File: src/logic/mpsd_pkg.sv
// package for the pin-five sequence delay and power-good selector
package mpsd_pkg;
   // ****************************************
   // register map (no printed offsets: indices of this block's own port)
   // ****************************************
   localparam logic [0:0] ADDR_ON_DELAY = 1'h0;
   localparam logic [0:0] ADDR_OFF_DELAY = 1'h1;
   localparam logic [7:0] RST_ON_DELAY = 8'h00;
   localparam logic [7:0] RST_OFF_DELAY = 8'h00;
   localparam int DLY_MSB = 6;
   localparam int SEL_MSB = 3;
   // ****************************************
   // selector codes
   // ****************************************
   localparam logic [3:0] SEL_SW_FIRST = 4'h0;
   localparam logic [3:0] SEL_LIN_FIRST = 4'h6;
   localparam logic [3:0] SEL_TERM_REF = 4'h9;
   localparam logic [3:0] SEL_ALL = 4'hA;
   localparam int NUM_REG = 10;
   // ****************************************
   // timing
   // ****************************************
   localparam int CLK_MHZ = 100;
   localparam int MS_TIME_US = 1000;
   localparam int MS_CYCLES = CLK_MHZ * MS_TIME_US;
   typedef struct packed {
      logic wr;
      logic addr;
      logic [7:0] wdata;
   } mpsd_req_t;
   typedef struct packed {
      logic load;
      logic [7:0] on_val;
      logic [7:0] off_val;
   } mpsd_nvm_t;
endpackage : mpsd_pkg

File: src/logic/mpsd_top.sv
// pin-five sequence delay and power-good selector
`timescale 1ns/100ps
module mpsd_top #(
   parameter int MS_CYC = mpsd_pkg::MS_CYCLES
) (
   input wire logic i_ref_clk,
   input wire logic i_rst_b,
   input wire mpsd_pkg::mpsd_req_t i_req,
   input wire mpsd_pkg::mpsd_nvm_t i_nvm,
   input wire logic i_seq_on_start,
   input wire logic i_seq_off_start,
   input wire logic i_regulator_ok_flag_mode,
   input wire logic [mpsd_pkg::NUM_REG-1:0] i_regulator_ok_flag,
   output logic [7:0] o_rdata,
   output logic o_multipurpose_pin_five
);
   typedef enum logic [2:0] {
      ST_IDLE = 3'h1,
      ST_ON = 3'h2,
      ST_OFF = 3'h4
   } mpsd_state_t;
   // ****************************************
   // input synchronisers (regulator flags come from analogue domain)
   // ****************************************
   logic [mpsd_pkg::NUM_REG-1:0] ok_s1_q, ok_s2_q;
   always_ff @(posedge i_ref_clk or negedge i_rst_b) begin
      if (!i_rst_b) begin
         ok_s1_q <= '0;
         ok_s2_q <= '0;
      end else begin
         ok_s1_q <= i_regulator_ok_flag;
         ok_s2_q <= ok_s1_q;
      end
   end
   // ****************************************
   // registers
   // ****************************************
   logic [7:0] on_q, on_d, off_q, off_d, rdata_d;
   always_comb begin
      on_d = on_q;
      off_d = off_q;
      if (i_nvm.load) begin
         on_d = i_nvm.on_val;
         off_d = i_nvm.off_val;
      end else if (i_req.wr) begin
         if (i_req.addr == mpsd_pkg::ADDR_ON_DELAY) on_d = i_req.wdata;
         else off_d = i_req.wdata;
      end
      rdata_d = (i_req.addr == mpsd_pkg::ADDR_ON_DELAY) ? on_q : off_q;
   end
   always_ff @(posedge i_ref_clk or negedge i_rst_b) begin
      if (!i_rst_b) begin
         on_q <= mpsd_pkg::RST_ON_DELAY;
         off_q <= mpsd_pkg::RST_OFF_DELAY;
         o_rdata <= 8'h00;
      end else begin
         on_q <= on_d;
         off_q <= off_d;
         o_rdata <= rdata_d;
      end
   end
   // ****************************************
   // millisecond tick and sequence timer
   // ****************************************
   logic [31:0] div_q, div_d;
   logic [6:0] ms_q, ms_d;
   logic pin_q, pin_d, tick;
   mpsd_state_t st_q, st_d;
   // reserved codes give a deasserted flag rather than an arbitrary regulator
   function automatic logic sel_ok(input logic [3:0] sel,
                                   input logic [mpsd_pkg::NUM_REG-1:0] ok);
      if (sel == mpsd_pkg::SEL_ALL) return &ok;
      if (sel <= mpsd_pkg::SEL_TERM_REF) return ok[sel];
      return 1'b0;
   endfunction : sel_ok
   assign tick = (div_q == 32'(MS_CYC - 1));
   always_comb begin
      div_d = tick ? 32'h0 : div_q + 32'h1;
      st_d = st_q;
      ms_d = ms_q;
      pin_d = pin_q;
      // a new sequence restarts the divider so the first millisecond is whole
      if (i_seq_on_start) begin
         st_d = ST_ON;
         ms_d = 7'h00;
         div_d = 32'h0;
      end else if (i_seq_off_start) begin
         st_d = ST_OFF;
         ms_d = 7'h00;
         div_d = 32'h0;
      end else begin
         case (st_q)
            ST_IDLE: ;
            ST_ON: begin
               if (ms_q == on_q[mpsd_pkg::DLY_MSB:0]) begin
                  pin_d = 1'b1;
                  st_d = ST_IDLE;
               end else if (tick) ms_d = ms_q + 7'h01;
            end
            ST_OFF: begin
               if (ms_q == off_q[mpsd_pkg::DLY_MSB:0]) begin
                  pin_d = 1'b0;
                  st_d = ST_IDLE;
               end else if (tick) ms_d = ms_q + 7'h01;
            end
            default: st_d = ST_IDLE;
         endcase
      end
      if (i_regulator_ok_flag_mode) pin_d = sel_ok(on_q[mpsd_pkg::SEL_MSB:0], ok_s2_q);
   end
   always_ff @(posedge i_ref_clk or negedge i_rst_b) begin
      if (!i_rst_b) begin
         div_q <= 32'h0;
         ms_q <= 7'h00;
         st_q <= ST_IDLE;
         pin_q <= 1'b0;
      end else begin
         div_q <= div_d;
         ms_q <= ms_d;
         st_q <= st_d;
         pin_q <= pin_d;
      end
   end
   assign o_multipurpose_pin_five = pin_q;
   // ****************************************
   // assertions
   // ****************************************
   property p_on_zero;
      @(posedge i_ref_clk) disable iff (!i_rst_b)
      (st_q == ST_ON && on_q[6:0] == 7'h00 && !i_regulator_ok_flag_mode && !i_seq_on_start
       && !i_seq_off_start) |=> o_multipurpose_pin_five;
   endproperty
   a_on_zero: assert property (p_on_zero) else $error("zero on delay not immediate");
   property p_on_wait;
      @(posedge i_ref_clk) disable iff (!i_rst_b)
      (st_q == ST_ON && ms_q < on_q[6:0] && !i_seq_off_start && !i_regulator_ok_flag_mode)
      |=> (st_q == ST_ON || i_regulator_ok_flag_mode || $past(i_seq_on_start));
   endproperty
   a_on_wait: assert property (p_on_wait) else $error("on sequence ended early");
   property p_top_bit;
      @(posedge i_ref_clk) disable iff (!i_rst_b)
      (st_q == ST_ON) |-> (ms_q <= on_q[6:0]);
   endproperty
   a_top_bit: assert property (p_top_bit) else $error("count passed delay");
   property p_sel;
      @(posedge i_ref_clk) disable iff (!i_rst_b)
      (i_regulator_ok_flag_mode && on_q[3:0] <= 4'h9)
      |=> o_multipurpose_pin_five == $past(ok_s2_q[on_q[3:0]]);
   endproperty
   a_sel: assert property (p_sel) else $error("wrong regulator selected");
   property p_all;
      @(posedge i_ref_clk) disable iff (!i_rst_b)
      (i_regulator_ok_flag_mode && on_q[3:0] == 4'hA) |=> o_multipurpose_pin_five == &$past(ok_s2_q);
   endproperty
   a_all: assert property (p_all) else $error("and of flags wrong");
   property p_off_zero;
      @(posedge i_ref_clk) disable iff (!i_rst_b)
      (st_q == ST_OFF && off_q[6:0] == 7'h00 && !i_regulator_ok_flag_mode && !i_seq_on_start
       && !i_seq_off_start) |=> !o_multipurpose_pin_five;
   endproperty
   a_off_zero: assert property (p_off_zero) else $error("zero off delay not immediate");
   property p_wr;
      @(posedge i_ref_clk) disable iff (!i_rst_b)
      (i_req.wr && !i_nvm.load && i_req.addr == 1'b1) |=> off_q == $past(i_req.wdata);
   endproperty
   a_wr: assert property (p_wr) else $error("off delay write lost");
   property p_rsv;
      @(posedge i_ref_clk) disable iff (!i_rst_b)
      (i_regulator_ok_flag_mode && on_q[3:0] > 4'hA) |=> !o_multipurpose_pin_five;
   endproperty
   a_rsv: assert property (p_rsv) else $error("reserved code drove pin");
   property p_on_done;
      @(posedge i_ref_clk) disable iff (!i_rst_b)
      (st_q == ST_ON && ms_q == on_q[6:0] && !i_regulator_ok_flag_mode && !i_seq_on_start
       && !i_seq_off_start) |=> (o_multipurpose_pin_five && st_q == ST_IDLE);
   endproperty
   a_on_done: assert property (p_on_done) else $error("on delay did not end");
   property p_off_wait;
      @(posedge i_ref_clk) disable iff (!i_rst_b)
      (st_q == ST_OFF && ms_q < off_q[6:0] && !i_seq_on_start && !i_regulator_ok_flag_mode)
      |=> (st_q == ST_OFF || i_regulator_ok_flag_mode || $past(i_seq_off_start));
   endproperty
   a_off_wait: assert property (p_off_wait) else $error("off sequence ended early");
   property p_off_done;
      @(posedge i_ref_clk) disable iff (!i_rst_b)
      (st_q == ST_OFF && ms_q == off_q[6:0] && !i_regulator_ok_flag_mode && !i_seq_on_start
       && !i_seq_off_start) |=> (!o_multipurpose_pin_five && st_q == ST_IDLE);
   endproperty
   a_off_done: assert property (p_off_done) else $error("off delay did not end");
   property p_load;
      @(posedge i_ref_clk) disable iff (!i_rst_b)
      i_nvm.load |=> (on_q == $past(i_nvm.on_val) && off_q == $past(i_nvm.off_val));
   endproperty
   a_load: assert property (p_load) else $error("nonvolatile load lost");
   property p_on_wr;
      @(posedge i_ref_clk) disable iff (!i_rst_b)
      (i_req.wr && !i_nvm.load && i_req.addr == 1'b0) |=> on_q == $past(i_req.wdata);
   endproperty
   a_on_wr: assert property (p_on_wr) else $error("on delay write lost");
   // read data lags the index by one cycle, so a master must let one edge pass
   property p_rd;
      @(posedge i_ref_clk) disable iff (!i_rst_b)
      (i_req.addr == 1'b0) |=> o_rdata == $past(on_q);
   endproperty
   a_rd: assert property (p_rd) else $error("on delay read wrong");
   // ****************************************
   // covers
   // ****************************************
   c_on: cover property (@(posedge i_ref_clk) st_q == ST_ON ##1 st_q == ST_IDLE);
   c_off: cover property (@(posedge i_ref_clk) st_q == ST_OFF ##1 st_q == ST_IDLE);
   c_all: cover property (@(posedge i_ref_clk) i_regulator_ok_flag_mode && on_q[3:0] == 4'hA);
   c_rsv: cover property (@(posedge i_ref_clk) i_regulator_ok_flag_mode && on_q[3:0] > 4'hA);
   c_load: cover property (@(posedge i_ref_clk) i_nvm.load);
endmodule : mpsd_top

File: config.mk
export PLATFORM = sky130hd
export DESIGN_NAME = mpsd_top
export DESIGN_NICKNAME = d
export VERILOG_FILES = /design/src/logic/mpsd_pkg.sv /design/src/logic/mpsd_top.sv
export SDC_FILE = /design/constraint.sdc
export NUM_CORES = 1
export LEC_CHECK = 0
export BUFFER_PORTS_ARGS = -buffer_cell sky130_fd_sc_hd__buf_2
export CAP_MARGIN = 20
export CORE_MARGIN = 5
export CORE_UTILIZATION = 34
export CTS_BUF_LIST = sky130_fd_sc_hd__clkbuf_8 sky130_fd_sc_hd__clkbuf_16
export DETAILED_ROUTE_END_ITERATION = 8
export GPL_ROUTABILITY_DRIVEN = 1
export SLEW_MARGIN = 30
export SYNTH_ARGS = -nofsm -noshare
export SYNTH_HDL_FRONTEND = slang
export SYNTH_SLANG_ARGS = --single-unit
File: constraint.sdc
create_clock -name i_ref_clk -period 1.6 [get_ports i_ref_clk]
set_input_delay 0.32 -clock i_ref_clk [delete_from_list [all_inputs] [get_ports i_ref_clk]]
set_output_delay 0.32 -clock i_ref_clk [all_outputs]
set_load 0.05 [all_outputs]
==> impl_metrics.json, run 1 <==
{
  "die_w_um": 120,
  "synth-seq-cells": 87,
  "htree_num_levels": 3,
  "synth-simple-area-share_pct": 19.6,
  "setup_ws_ns": -0.132,
  "synth.avg_cell_area_um2": 10.7,
  "peakVddDrop_mv": 0.805,
  "path_max_fanout": 3,
  "synth.most_common_cell": "dfrtp_1",
  "ys_top_cells_by_area": "dfrtp_1 (53%), xnor2_1 (8.4%), mux2i_1 (6.1%), nand2_1 (4.1%), nor2_1 (3.4%)",
  "comb_power_share_pct": 12.6,
  "path_cells": "nor4b_2 > and4_4 > a21boi_4 > or3_4 > mux2i_1",
  "viasPerCell": 4.91,
  "cell_internal_pwr_mw": 3.68,
  "finalInstanceArea_um2": 5820,
  "gr-total-overflow": 0,
  "port_buffers": 50,
  "cp_num_buf_inv": 0,
  "hpwl_um": 6830,
  "grt_pass1_wl_um": 16800,
  "start_util_pct": 34.3,
  "synthAdderAreaFrac_pct": 0.613,
  "power_frac_seq_pct": 47.4,
  "synthFlopType": "dfrtp_1",
  "rr_worst_depth": 5,
  "cts_sinks": 87,
  "cts_buffer_depth": 2,
  "cp.arrival_ns": 1.96,
  "grt_max_degree": 38,
  "synth_top_family_by_area": "simple AND/OR/NAND/NOR gates",
  "cts-root-buf": "clkbuf_16",
  "io-pin-count": 51,
  "antenna_found_initial": 0,
  "slew_headroom_pct": 68.3,
  "drtIter0Drc": 75,
  "drc": 0,
  "fin_cells": 669,
  "nets": 561,
  "synth_common_cells": "dfrtp_1 (86), nand2_1 (45), xnor2_1 (39)",
  "clk_pin_slew_worst_paths_ns": 0.06,
  "gp_congestion": 0.794,
  "power_leakage_nw": 2.63,
  "async_reset_ff_share_pct": 100,
  "startpoint_type": "flop",
  "track_usage_pct": 14.6,
  "slowest_stage": "dfrtp_1",
  "dpl.cell_count": 642,
  "yosys_warnings": 0,
  "insertion_delay_ns": 0.35,
  "violations": "setup timing",
  "fmaxAchievable_ghz": 0.577,
  "cellPowerDensity_nw_per_um2": 855,
  "die-area_um2": 14300,
  "worstPathRequired_ns": 1.83,
  "pwr-share-clk_pct": 40.1,
  "synth.distinct_cells": 44,
  "synth_compound_area_share_pct": 5.52,
  "yosysSeqAreaShare_pct": 53.4,
  "critPathMaxStageDelay_ns": 0.40,
  "mappedNetlistArea_um2": 4080,
  "drive_gt1_share_pct": 41.2,
  "min_path_cells": 1,
  "cts_tree": "done",
  "antenna_left": 0,
  "critical_path_class": "reg -> reg",
  "num_vias": 3284,
  "muxShareOfSynthArea_pct": 8.89,
  "synth_top_area_cell": "dfrtp_1",
  "synth_top_area_share_pct": 52.7,
  "dpl-instance-area_um2": 5120,
  "place_ws_ns": -0.216,
  "hold_class": "in -> reg",
  "numCtsBuffers": 9,
  "status": "finished, violations left",
  "syn_nets": 426,
  "crit_cells": 5,
  "synth_xor_area_share_pct": 9.66,
  "rsz0062_at_grt": "true",
  "synth_edf_count": 0,
  "die_h_um": 120,
  "finalHoldViolCount": 0,
  "worst_setup_path_end_kind": "flop",
  "drtPass1Iterations": 4,
  "crit_family": "simple AND/OR/NAND/NOR gates",
  "post-route-period-util_pct": 108,
  "syn_to_final_growth_pct": 42.6,
  "core_area_um2": 11900,
  "setup_viol": 22,
  "maxCapViolations": 0,
  "worst_clock_skew_ns": 0.00823,
  "syn_inst": 382,
  "swShare_pct": 26.2,
  "grt_pass1_vias": 3574,
  "antenna_cells": 0,
  "wl_um": 10000,
  "period_minus_slack_ns": 1.73,
  "slew_violations": 0,
  "power.switching_mw": 1.30,
  "fin_setup_tns_ns": -0.631,
  "worst_pin_slew_ns": 0.474,
  "placementRows": 40,
  "wl_per_cell_um": 15.0
}
logic make-up (layout without fill, tap and decap cells):
kind of cell,count (synthesis),count (layout)
DFF,87,87
muxes,35,35
and+or+nand+nor,157,158
adders and majority gates,2,2
buffers and inverters,20,159
xor gates and xnor gates,45,45
AOI/OAI and AO/OA,36,36
metrics by stage:
stage / util [%] / power (mW) / hold WS, ns
detailed placement: 43.0 / 3.01 / 0.232
global route: 48.9 / 5.20 / 0.0598
floorplan: - / 2.72 / 0.0244
finish: 48.9 / 4.98 / 0.0750
CTS: 47.2 / 5.03 / 0.0575
global placement: 43.0 / 3.00 / 0.233
power by group through the flow:
stage / clock network [mW] / registers, mW / logic (mW)
2_1_floorplan: 0 / 2.49 / 0.222
3_3_place_gp: 0 / 2.39 / 0.601
3_5_place_dp: 0 / 2.40 / 0.608
4_1_cts: 2.05 / 2.36 / 0.619
5_1_grt: 2.14 / 2.37 / 0.689
6_report: 1.99 / 2.36 / 0.625
state kept, by name (all words and copies together), names as in the netlist:
register / cells
on_q: 8
div_q: 32
ok_s2_q: 10
ms_q: 7
ok_s1_q: 10
o_rdata: 8
off_q: 8
st_q: 3
o_multipurpose_pin_five: 1
layout make-up:
class	instances	area, um2
Fill cell	1083	6090
Sequential cell	87	2180
Multi-Input combinational cell	276	2130
Timing Repair Buffer	140	1030
Clock buffer	10	239
Tap cell	147	184
Clock inverter	6	46.3
Inverter	3	11.3
cell usage in the layout (no fill, tap or decap), drive strengths merged, types with 3 or more instances in the layout:
master | synthesis | final
nor3 | 10 | 10
xor2 | 6 | 6
a21oi | 4 | 4
xnor2 | 39 | 39
or3 | 6 | 6
inv | 3 | 5
and2 | 4 | 4
clkinv | 0 | 3
nor3b | 4 | 4
nor4 | 11 | 11
clkbuf | 5 | 11
and4 | 6 | 6
mux2i | 25 | 25
buf | 12 | 138
mux2 | 10 | 10
nand2 | 46 | 46
dfrtp | 86 | 86
nand4 | 7 | 7
nand3 | 16 | 17
o21ai | 21 | 21
nor2 | 37 | 37
and3 | 3 | 3
final timing paths:
check | slack, ns | endpoint | startpoint
setup / recovery | -0.13 | ms_q[2] | div_q[25]
hold / removal | 0.08 | ok_s1_q[6] | i_regulator_ok_flag[6]
setup reg to reg | -0.13 | ms_q[2] | div_q[25]
hold reg to reg | 0.35 | ok_s2_q[8] | ok_s1_q[8]
max in group asynchronous | 0.67 | st_q[0] | i_rst_b
min in group asynchronous | 0.41 | div_q[13] | i_rst_b
per-layer routing:
layer	share of wire, %	track usage, %	vias up
li1	-	-	1612
met2	50	23.7	67
met4	3.1	8.73	0
met3	3.8	3.25	24
met5	0	0	-
met1	43	17.9	1581
worst register-to-register path, stage by stage (launching register included):
cell and delay [ns]:
dfrtp_1 0.40, nor4b_2 0.35, and4_4 0.32, a21boi_4 0.08
or3_4 0.35, mux2i_1 0.13
timing repair:
action	in CTS	in global routing
hold buffers	1	0
gates cloned	1	1
setup buffers	4	4
pin swaps	5	18
resized for setup	37	27
hold endpoints to repair	18	0
endpoints found under the setup margin	38	38
(Power assumes the default switching activity.)
==> inputs of run 2 (changes only) <==
--- a/config.mk
+++ b/config.mk
@@ -12,6 +12,7 @@
 export CTS_BUF_LIST = sky130_fd_sc_hd__clkbuf_8 sky130_fd_sc_hd__clkbuf_16
 export DETAILED_ROUTE_END_ITERATION = 8
 export GPL_ROUTABILITY_DRIVEN = 1
+export SKIP_CTS_REPAIR_TIMING = 1
 export SLEW_MARGIN = 30
 export SYNTH_ARGS = -nofsm -noshare
 export SYNTH_HDL_FRONTEND = slang
==> impl_metrics.json, run 2 (synthesized netlist as in run 1, its figures left out) <==
{
  "top_regs": "div_q (32), ok_s1_q (10), ok_s2_q (10)",
  "rr_startpoint": "div_q[25]",
  "setup_viol": 37,
  "slew_violations": 0,
  "cp.arrival_ns": 1.99,
  "gp_congestion": 0.794,
  "min_from": "i_regulator_ok_flag[5]",
  "peakVddDrop_mv": 0.809,
  "power_leakage_nw": 2.61,
  "fmaxAchievable_ghz": 0.570,
  "drtPass1Iterations": 4,
  "slowest_stage": "dfrtp_1",
  "critPathMaxStageDelay_ns": 0.40,
  "setup_ws_ns": -0.154,
  "antenna_cells": 0,
  "worst_pin_slew_ns": 0.484,
  "placementRows": 40,
  "gr-total-overflow": 0,
  "syn_to_final_growth_pct": 42.2,
  "numCtsBuffers": 9,
  "crit_path_end": "ms_q[2]",
  "grt_pass1_vias": 3453,
  "path_cells": "nor4b_2 > and4_4 > a21boi_4 > or3_4 > mux2i_1",
  "grt_pass1_wl_um": 16100,
  "violations": "setup timing",
  "status": "finished, violations left",
  "insertion_delay_ns": 0.36,
  "die-area_um2": 14300,
  "cts_buffer_depth": 2,
  "worstPathRequired_ns": 1.83,
  "wl_um": 10000,
  "mostFrequentLayoutCells": "dfrtp_1 (84), buf_4 (76), buf_2 (50)",
  "hold_class": "in -> reg",
  "final_common_cell": "dfrtp_1",
  "antenna_left": 0,
  "dpl-instance-area_um2": 5120,
  "cts_sinks": 87,
  "finalHoldViolCount": 0,
  "port_buffers": 50,
  "regMostFlops": "div_q",
  "viasPerCell": 4.89,
  "drc": 0,
  "hpwl_um": 6830,
  "maxCapViolations": 0,
  "period_minus_slack_ns": 1.75,
  "htree_num_levels": 3,
  "wl_per_cell_um": 15.0,
  "critical_path_class": "reg -> reg",
  "finalInstanceArea_um2": 5800,
  "rsz0062_at_grt": "true",
  "core_area_um2": 11900,
  "rr_worst_depth": 5,
  "r2r_setup_slack_ns": -0.15,
  "path_max_fanout": 4,
  "post-route-period-util_pct": 110,
  "die_w_um": 120,
  "worstReg2RegEnd": "ms_q[2]",
  "cts-root-buf": "clkbuf_16",
  "clk_pin_slew_worst_paths_ns": 0.06,
  "track_usage_pct": 14.0,
  "drive_gt1_share_pct": 41.4,
  "start_util_pct": 34.3,
  "antenna_found_initial": 0,
  "startpoint_type": "flop",
  "nets": 558,
  "die_h_um": 120,
  "num_vias": 3258,
  "worst_setup_path_end_kind": "flop",
  "largest_register_ff_count": 32,
  "worst_clock_skew_ns": 0.0135,
  "fin_hold_ws_ns": 0.0703,
  "crit_start": "div_q[25]",
  "cellPowerDensity_nw_per_um2": 860,
  "slew_headroom_pct": 67.6,
  "cts_tree": "done",
  "drtIter0Drc": 75,
  "io-pin-count": 51,
  "grt_max_degree": 38
}
==> run 2: changes by cell type in the layout (fill, tap and decap cells not counted), sizes merged <==
| cell | delta |
|---|---|
| clkbuf | +1 |
| buf | -3 |
| nand3 | -1 |
==> run 2: area by class of cell <==
class / instances / area, um2
Tap cell: 147 / 184
Timing Repair Buffer: 138 / 1020
Fill cell: 1079 / 6110
Clock inverter: 6 / 46.3
Clock buffer: 10 / 239
Inverter: 3 / 11.3
Multi-Input combinational cell: 275 / 2120
Sequential cell: 87 / 2180
==> run 2: worst min path at each step <==
stage                 end  depth (start not counted)
2_1_floorplan    div_q[0]                          0
3_3_place_gp     div_q[3]                          1
3_5_place_dp     div_q[4]                          1
4_1_cts         div_q[13]                          1
5_1_grt        ok_s1_q[5]                          1
6_report       ok_s1_q[5]                          1
==> run 2: layer usage <==
metal  track usage (%)  vias to the layer above  share of wire, %
met1              17.5                     1574                43
met2              22.4                       66                50
li1                  -                     1602                 -
met5                 0                        -                 0
met4              7.87                        0               2.5
met3              3.30                       16               4.1
==> run 2: power breakdown <==
part,switching [mW],internal [mW]
Sequential,0.0550,2.30
Clock,0.905,1.10
Combinational,0.353,0.275
Total,1.31,3.68
==> run 2: through the flow <==
step | total power [mW] | setup TNS (ns) | utilization (%) | worst slack (ns) | instances
after CTS | 5.02 | -4.56 | 45.4 | -0.227 | 658
after global routing | 5.21 | -3.31 | 48.7 | -0.180 | 666
after detailed placement | 3.01 | -3.76 | 43.0 | -0.216 | 642
after global placement | 3.00 | -2.84 | 43.0 | -0.178 | 642
after floorplan | 2.72 | -0.248 | - | -0.123 | 382
final | 4.99 | -1.66 | 48.7 | -0.154 | 666
==> run 2: critical path, delay by kind of cell (launching register included) <==
| kind | cells | cell delay [ns] |
|---|---|---|
| and+or+nand+nor | 3 | 1.03 |
| DFF | 1 | 0.40 |
| muxes | 1 | 0.13 |
| AOI/OAI and AO/OA | 1 | 0.08 |
